===== config.mk =====
export PLATFORM = sky130hd
export DESIGN_NAME = config_port_access_logic
export DESIGN_NICKNAME = d
export VERILOG_FILES = /design/src/verilog/config_port_access_logic.v /design/src/verilog/open_reg_bank.v
export VERILOG_INCLUDE_DIRS = /design/src /design/src/verilog
export SDC_FILE = /design/constraint.sdc
export NUM_CORES = 1
export LEC_CHECK = 0
export ABC_CLOCK_PERIOD_IN_PS = 4250
export BUFFER_PORTS_ARGS = -buffer_cell sky130_fd_sc_hd__buf_2
export CAP_MARGIN = 10
export CORE_ASPECT_RATIO = 1.5
export CORE_MARGIN = 3
export CORE_UTILIZATION = 30
export DETAILED_ROUTE_END_ITERATION = 6
export GPL_ROUTABILITY_DRIVEN = 1
export PLACE_DENSITY = 0.47
export SYNTH_ARGS = -nofsm -noshare
export SYNTH_HDL_FRONTEND = slang
export SYNTH_SLANG_ARGS = --single-unit

===== constraint.sdc =====
create_clock -name sys_clk -period 4.25 [get_ports sys_clk]
set_input_delay 0.2125 -clock sys_clk [delete_from_list [all_inputs] [get_ports sys_clk]]
set_output_delay 0.2125 -clock sys_clk [all_outputs]
set_load 0.05 [all_outputs]

===== src/verilog/cfg_port_consts.vh =====
`ifndef CFG_PORT_CONSTS_VH
`define CFG_PORT_CONSTS_VH

// ----------------------------------------
// Host port addresses
// ----------------------------------------
`define CFG_BASE_STRAP_LO 16'h03f0
`define CFG_BASE_STRAP_HI 16'h0370
`define OPEN_PAIR0_INDEX 16'h00e0
`define OPEN_PAIR1_INDEX 16'h00e2
`define OPEN_PAIR2_INDEX 16'h00e4
`define OPEN_PAIR3_INDEX 16'h00ea

// ----------------------------------------
// Keys
// ----------------------------------------
`define KEY_ENTER 8'h55
`define KEY_EXIT 8'haa

// ----------------------------------------
// Global register indices and fields
// ----------------------------------------
`define IDX_CONFIG_CONTROL 8'h02
`define IDX_OPEN_ACCESS_SELECT 8'h03
`define IDX_DEVICE_NUMBER 8'h07
`define IDX_DEVICE_ID 8'h20
`define SOFT_RESET_BIT 0
`define OPEN_ENABLE_BIT 7
`define OPEN_ACCESS_RESET_LO 8'h01
`define OPEN_ACCESS_RESET_HI 8'h02
`define DEVICE_ID_VALUE 8'h5a

// ----------------------------------------
// Open-mode window into logical device seven
// ----------------------------------------
`define OPEN_DEVICE 8'h07
`define OPEN_INDEX_FIRST 8'h82
`define OPEN_INDEX_LAST 8'h9a
`define OPEN_REG_COUNT 25
`define OPEN_REG_RESET 8'h00

`endif


===== src/verilog/config_port_access_logic.v =====
`timescale 1ns/100ps
`default_nettype none
`include "cfg_port_consts.vh"

// Summary of operation
// - Key and index at strap base, data +1
// - Ignore all port cycles while AEN high
// - Index/data ports only in Configuration state
// - Key 0x55 enters Configuration state
// - Key 0xAA returns to Run state
// - Only Run and Configuration; Run accepts entry
// - Hard reset loads defaults, starts in Run
// - Select bit 7 enables open mode
// - Select bits 1:0 choose open pair address
// - Open data reaches device seven 0x82-0x9A
// - Out-of-range open index blocks data access
// - Control bit 0 write causes soft reset
module config_port_access_logic (
	// Clock and reset
	input wire sys_clk,
	input wire rstn,
	// Strap
	input wire mode_strap,
	// Host I/O cycle
	input wire [15:0] io_addr,
	input wire aen,
	input wire io_wr,
	input wire io_rd,
	input wire [7:0] io_wdata,
	output reg [7:0] io_rdata,
	output reg io_rdata_valid,
	// Status
	output reg config_state,
	output reg [7:0] open_access_select
);
	// ----------------------------------------
	// State encoding
	// ----------------------------------------
	localparam RUN = 1'b0;
	localparam CONFIG = 1'b1;

	reg strap;
	reg [7:0] cfg_index;
	reg [7:0] open_index;
	reg [7:0] device_number;
	reg soft_pulse;
	reg next_state;
	reg [15:0] cfg_base;
	reg [15:0] open_base;
	wire hit_cfg_index;
	wire hit_cfg_data;
	wire hit_open_index;
	wire hit_open_data;
	wire open_in_range;
	wire cfg_dev7_reg;
	wire [7:0] open_off;
	wire [7:0] cfg_off;
	wire bank_wr;
	wire [4:0] bank_wr_sel;
	wire [4:0] bank_rd_sel;
	wire [7:0] bank_rd;
	reg [7:0] cfg_read;

	// ----------------------------------------
	// Address decode
	// ----------------------------------------
	always @* begin
		cfg_base = strap ? `CFG_BASE_STRAP_HI : `CFG_BASE_STRAP_LO;
		case (open_access_select[1:0])
			2'b00: open_base = `OPEN_PAIR0_INDEX;
			2'b01: open_base = `OPEN_PAIR1_INDEX;
			2'b10: open_base = `OPEN_PAIR2_INDEX;
			default: open_base = `OPEN_PAIR3_INDEX;
		endcase
	end

	// The key port shares the index address; in Configuration state a
	// write there is both an index load and a key check.
	assign hit_cfg_index = !aen && io_addr == cfg_base;
	assign hit_cfg_data = !aen && io_addr == cfg_base + 16'h0001;
	// Open pair decodes only in Run state with the enable set.
	assign hit_open_index = !aen && config_state == RUN &&
		open_access_select[`OPEN_ENABLE_BIT] && io_addr == open_base;
	assign hit_open_data = !aen && config_state == RUN &&
		open_access_select[`OPEN_ENABLE_BIT] &&
		io_addr == open_base + 16'h0001;

	assign open_in_range = open_index >= `OPEN_INDEX_FIRST &&
		open_index <= `OPEN_INDEX_LAST;
	assign cfg_dev7_reg = device_number == `OPEN_DEVICE &&
		cfg_index >= `OPEN_INDEX_FIRST && cfg_index <= `OPEN_INDEX_LAST;
	assign open_off = open_index - `OPEN_INDEX_FIRST;
	assign cfg_off = cfg_index - `OPEN_INDEX_FIRST;

	// Bank writes come from the config data port or an in-range open
	// data write; the two never overlap since they need opposite states.
	assign bank_wr = io_wr && ((hit_cfg_data && config_state == CONFIG &&
		cfg_dev7_reg) || (hit_open_data && open_in_range));
	assign bank_wr_sel = (config_state == CONFIG) ? cfg_off[4:0] :
		open_off[4:0];
	assign bank_rd_sel = bank_wr_sel;

	open_reg_bank #(
		.COUNT(`OPEN_REG_COUNT)
	) u_bank (
		.sys_clk(sys_clk),
		.rstn(rstn),
		.soft_clear(soft_pulse),
		.wr_en(bank_wr),
		.wr_sel(bank_wr_sel),
		.wr_data(io_wdata),
		.rd_sel(bank_rd_sel),
		.rd_data(bank_rd)
	);

	// ----------------------------------------
	// Key state machine
	// ----------------------------------------
	always @* begin
		next_state = config_state;
		if (io_wr && hit_cfg_index) begin
			case (config_state)
				RUN: begin
					if (io_wdata == `KEY_ENTER) begin
						next_state = CONFIG;
					end
				end
				CONFIG: begin
					if (io_wdata == `KEY_EXIT) begin
						next_state = RUN;
					end
				end
				default: next_state = RUN;
			endcase
		end
		// Any other key value falls through unchanged.
	end

	// Configuration read mux for the global registers and the bank.
	always @* begin
		cfg_read = 8'h00;
		if (cfg_dev7_reg) begin
			cfg_read = bank_rd;
		end else begin
			case (cfg_index)
				`IDX_OPEN_ACCESS_SELECT: cfg_read = open_access_select;
				`IDX_DEVICE_NUMBER: cfg_read = device_number;
				`IDX_DEVICE_ID: cfg_read = `DEVICE_ID_VALUE;
				default: cfg_read = 8'h00;
			endcase
		end
	end

	// ----------------------------------------
	// Registers
	// ----------------------------------------
	always @(posedge sys_clk) begin
		if (!rstn) begin
			config_state <= RUN;
			cfg_index <= 8'h00;
			open_index <= 8'h00;
			device_number <= 8'h00;
			soft_pulse <= 1'b0;
			io_rdata <= 8'h00;
			io_rdata_valid <= 1'b0;
			open_access_select <= `OPEN_ACCESS_RESET_LO;
		end else begin
			config_state <= next_state;
			soft_pulse <= 1'b0;
			io_rdata_valid <= 1'b0;
			io_rdata <= 8'h00;
			// Configuration index loads happen only in Configuration state.
			if (io_wr && hit_cfg_index && config_state == CONFIG) begin
				cfg_index <= io_wdata;
			end
			if (io_wr && hit_open_index) begin
				open_index <= io_wdata;
			end
			if (io_wr && hit_cfg_data && config_state == CONFIG) begin
				case (cfg_index)
					`IDX_CONFIG_CONTROL: begin
						soft_pulse <= io_wdata[`SOFT_RESET_BIT];
					end
					`IDX_OPEN_ACCESS_SELECT: open_access_select <= io_wdata;
					`IDX_DEVICE_NUMBER: device_number <= io_wdata;
					default: ;
				endcase
			end
			if (soft_pulse) begin
				device_number <= 8'h00;
			end
			if (io_rd && config_state == CONFIG && hit_cfg_index) begin
				io_rdata <= cfg_index;
				io_rdata_valid <= 1'b1;
			end else if (io_rd && config_state == CONFIG && hit_cfg_data) begin
				io_rdata <= cfg_read;
				io_rdata_valid <= 1'b1;
			end else if (io_rd && hit_open_index) begin
				io_rdata <= open_index;
				io_rdata_valid <= 1'b1;
			end else if (io_rd && hit_open_data && open_in_range) begin
				io_rdata <= bank_rd;
				io_rdata_valid <= 1'b1;
			end
		end
	end

	// ----------------------------------------
	// Strap sampling
	// ----------------------------------------
	// The strap flop follows the pin through reset as well, so the base
	// decode already matches the pin at the first edge after release; a
	// reset value here would decode the wrong base for one cycle.
	always @(posedge sys_clk) begin
		strap <= mode_strap;
	end
endmodule
`default_nettype wire


===== src/verilog/open_reg_bank.v =====
`timescale 1ns/100ps
`default_nettype none
`include "cfg_port_consts.vh"

// Flip-flop bank for the logical device seven registers that are
// reachable both through the configuration ports and in open mode.
module open_reg_bank #(
	parameter COUNT = `OPEN_REG_COUNT
) (
	// Clock and reset
	input wire sys_clk,
	input wire rstn,
	input wire soft_clear,
	// Access
	input wire wr_en,
	input wire [4:0] wr_sel,
	input wire [7:0] wr_data,
	input wire [4:0] rd_sel,
	output wire [7:0] rd_data
);
	reg [7:0] mem [0:COUNT-1];
	genvar i;

	generate
		for (i = 0; i < COUNT; i = i + 1) begin : g_reg
			always @(posedge sys_clk) begin
				if (!rstn || soft_clear) begin
					mem[i] <= `OPEN_REG_RESET;
				end else if (wr_en && wr_sel == i) begin
					mem[i] <= wr_data;
				end
			end
		end
	endgenerate

	assign rd_data = (rd_sel < COUNT) ? mem[rd_sel] : 8'h00;
endmodule
`default_nettype wire


==> run metrics <==
relative slew slack 39.5%; via count 8,773; unrepaired setup endpoints after global routing no; die width 167 um; clock buffer count from CTS 23; compound-cell area share of the yosys netlist 7.49%; critical path launch point type register; vias per cell 5.31; hold slack 0.168 ns; Peak supply drop 0.286 mV; global-route usage over all layers 19.4%; CP Max Fanout 26; WL per Instance 24.8 um; pwr/cell area 363 nW/um^2; Synth Area in Adders 0.321%; clock skew 0.0169 ns; initial antenna violation count 0; Tightest Pin Transition 0.896 ns; Final Hold Fails 0; Area Growth Syn to Fin 14.7%; HP Class input pin to register; fraction of registers with async set/reset 0%; postcts setup bufs 0; Mapped Area 11,700 um^2; top_reg_cell synth edfxtp_1; Layout Utilization 34.9%; mux cell area share after synthesis 8.70%; clock sink total 244; share of cells above drive strength 1 14.4%; sum of buffers and inverters on the critical path 3; Worst Path Arrival 3.62 ns; simple-gate portion of the synthesized area 21.3%; CP Cell Sequence mux2i_4 -> buf_4 -> inv_1 -> nor2_1 -> nand3_1 -> o21ai_0 -> buf_4; register bit total from synthesis 244; Post-Syn Area per Cell 10.7 um^2; TritonRoute pass-1 iters 5; clock latency at the later pin of the worst-skew pair 0.55 ns; H-tree depth 1; Clock Tree Buf Depth 3; Fmax 296 MHz; Distinct cells, synth 60; WS Path Type register to register; number of cells after detailed placement 1,610; EDFF count, synth 200; Post-DRT Antenna Nets 0; full die area 41,400 um^2; max_cap viols 0; post-route non-filler standard cell count 1,653; Rows 88; CP Capture Type register; Antenna Cells 0; Top delay family on crit path buffers and inverters; Boundary Pins 48; I/O Buffers 47; Nets 1,175; maximum number of pins on one net before global-route repair 39; crit share post-route 79.4%; Leak 4.49 nW; register area share after synthesis 58.9%; CTS tree done; Period minus WS final 3.38 ns; initial core utilization 30.4%; post-cts sizing count 0; Net Count, Synth 1,124; final slew viol count 0; status finished, final reports clean; Worst Path Required 4.50 ns; Final WS setup 0.874 ns; core area 38,400 um^2; CP max stage delay 0.67 ns; grt total ovfl 0; vias in the first global route 8,805; dpl ws 0.595 ns; Iter 0 DRT Violations 646; CP max-delay cell dfxtp_1; drt total wl 40.9 mm; # DRC 0; total of warnings raised by yosys 0; clock transition at the registers of the reported paths 0.07 ns; post-DP HPWL 29.3 mm; clock root cell clkbuf_16; routability cong. 0.919; final setup violation count 0; largest family of logic cells by synthesized area simple AND/OR/NAND/NOR gates; Die Ht 248 um; Post-Synthesis Cells 1,091; CP dominant cell by count buf_4; first-pass GRT wire length 59.7 mm; post-synthesis xor/xnor area fraction 0.374%
==> metrics by stage <==
stage / TNS [ns] / instance area, um^2 / power (mW)
3_3_place_gp: 0 / 12700 / 2.99
3_5_place_dp: 0 / 12700 / 2.99
5_1_grt: 0 / 13400 / 5.00
4_1_cts: 0 / 13400 / 4.90
2_1_floorplan: -0.120 / 11700 / 2.85
6_report: 0 / 13400 / 4.86
==> kinds of logic after synthesis <==
group,count (synthesis)
adders and majority gates,3
DFF,244
xor gates and xnor gates,5
and+or+nand+nor,537
buffers and inverters,85
AOI/OAI and AO/OA,128
muxes,89
==> cell type report <==
type | instances | area [um^2]
timing repair buffer | 105 | 688
clock buffer | 29 | 598
sequential | 244 | 6890
multi-input combinational | 762 | 4530
tap | 495 | 619
clock inverter | 12 | 71.3
fill | 3842 | 25000
inverter | 6 | 22.5
==> repair_timing <==
action | in CTS | in global routing
hold endpoints to repair | 3 | 0
setup endpoints to repair | 0 | 0
hold buffers | 2 | 0
==> path summary, 6_finish.rpt <==
kind                                               startpoint                         endpoint  slack (ns)  depth (start not counted)
worst max-delay path                config_state$_SDFFE_PN0P_  u_bank.mem[10][2]$_SDFFCE_PN0P_        0.87                          7
worst min-delay path                              io_wdata[0]            soft_pulse$_SDFF_PN0_        0.17                          3
worst max register to register      config_state$_SDFFE_PN0P_  u_bank.mem[10][2]$_SDFFCE_PN0P_        0.87                          7
worst min register to register  device_number[1]$_SDFFE_PP0P_    device_number[1]$_SDFFE_PP0P_        0.53                          2
==> sequential cells by signal (all words and copies together) (netlist names) <==
| register | cells |
|---|---|
| soft_pulse | 1 |
| config_state | 1 |
| device_number | 8 |
| open_index | 8 |
| io_rdata_valid | 1 |
| cfg_index | 8 |
| u_bank.mem | 200 |
| strap | 1 |
| open_access_select | 8 |
| io_rdata | 8 |
==> layer usage <==
metal | global-route usage [%] | routed length (um) | vias up
met5 | 0 | 0 | -
met4 | 9.85 | 2230 | 0
met3 | 1.70 | 1850 | 82
met2 | 34.8 | 20700 | 305
met1 | 23.3 | 16200 | 4359
li1 | - | - | 4027
==> worst reg2reg max path, delay by kind of cell, from the launching register on <==
family / cells / cell delay, ns
AOI/OAI and AO/OA: 1 / 0.26
DFF: 1 / 0.67
and+or+nand+nor: 2 / 0.89
buffers and inverters: 3 / 0.93
muxes: 1 / 0.33
==> where the power goes <==
group / internal, mW / total [mW] / switching (mW)
Sequential: 2.67 / 2.70 / 0.0305
Clock: 1.00 / 1.92 / 0.920
Combinational: 0.0681 / 0.235 / 0.167
==> cells in the final DEF (no fill, tap or decap), drive strengths merged, types with 32 or more instances in the layout <==
| cell type | instances |
|---|---|
| edfxtp | 200 |
| nor2 | 196 |
| nand2 | 142 |
| buf | 103 |
| nand3 | 80 |
| mux2i | 78 |
| and2 | 52 |
| dfxtp | 44 |
| o21ai | 32 |
==> cell usage after synthesis, drive strengths merged, types with 2 or more instances <==
library cell	count	area share [%]
a21oi	29	1.2
nor3	14	0.86
o21ai	32	1.4
mux2i	78	6.7
o31ai	9	0.58
nand2	142	4.6
nand4b	2	0.15
a311oi	9	0.67
a211oi	2	0.13
ha	3	0.32
a32oi	6	0.45
nor2	196	6.3
a222oi	5	0.43
nor4bb	2	0.17
and2	52	2.8
a311o	6	0.51
nand2b	3	0.16
clkbuf	57	1.8
or4	4	0.32
xnor2	3	0.22
nor4	11	0.59
inv	5	0.16
o22ai	4	0.21
a31oi	8	0.43
a211o	4	0.30
nand3	80	3.6
dfxtp	44	7.5
and3b	2	0.15
xor2	2	0.15
buf	22	0.90
nor4b	2	0.15
o31a	2	0.15
a22oi	3	0.19
edfxtp	200	51
mux4	10	1.9
or3	3	0.16
and3	18	0.96
(Power assumes the default switching activity.)
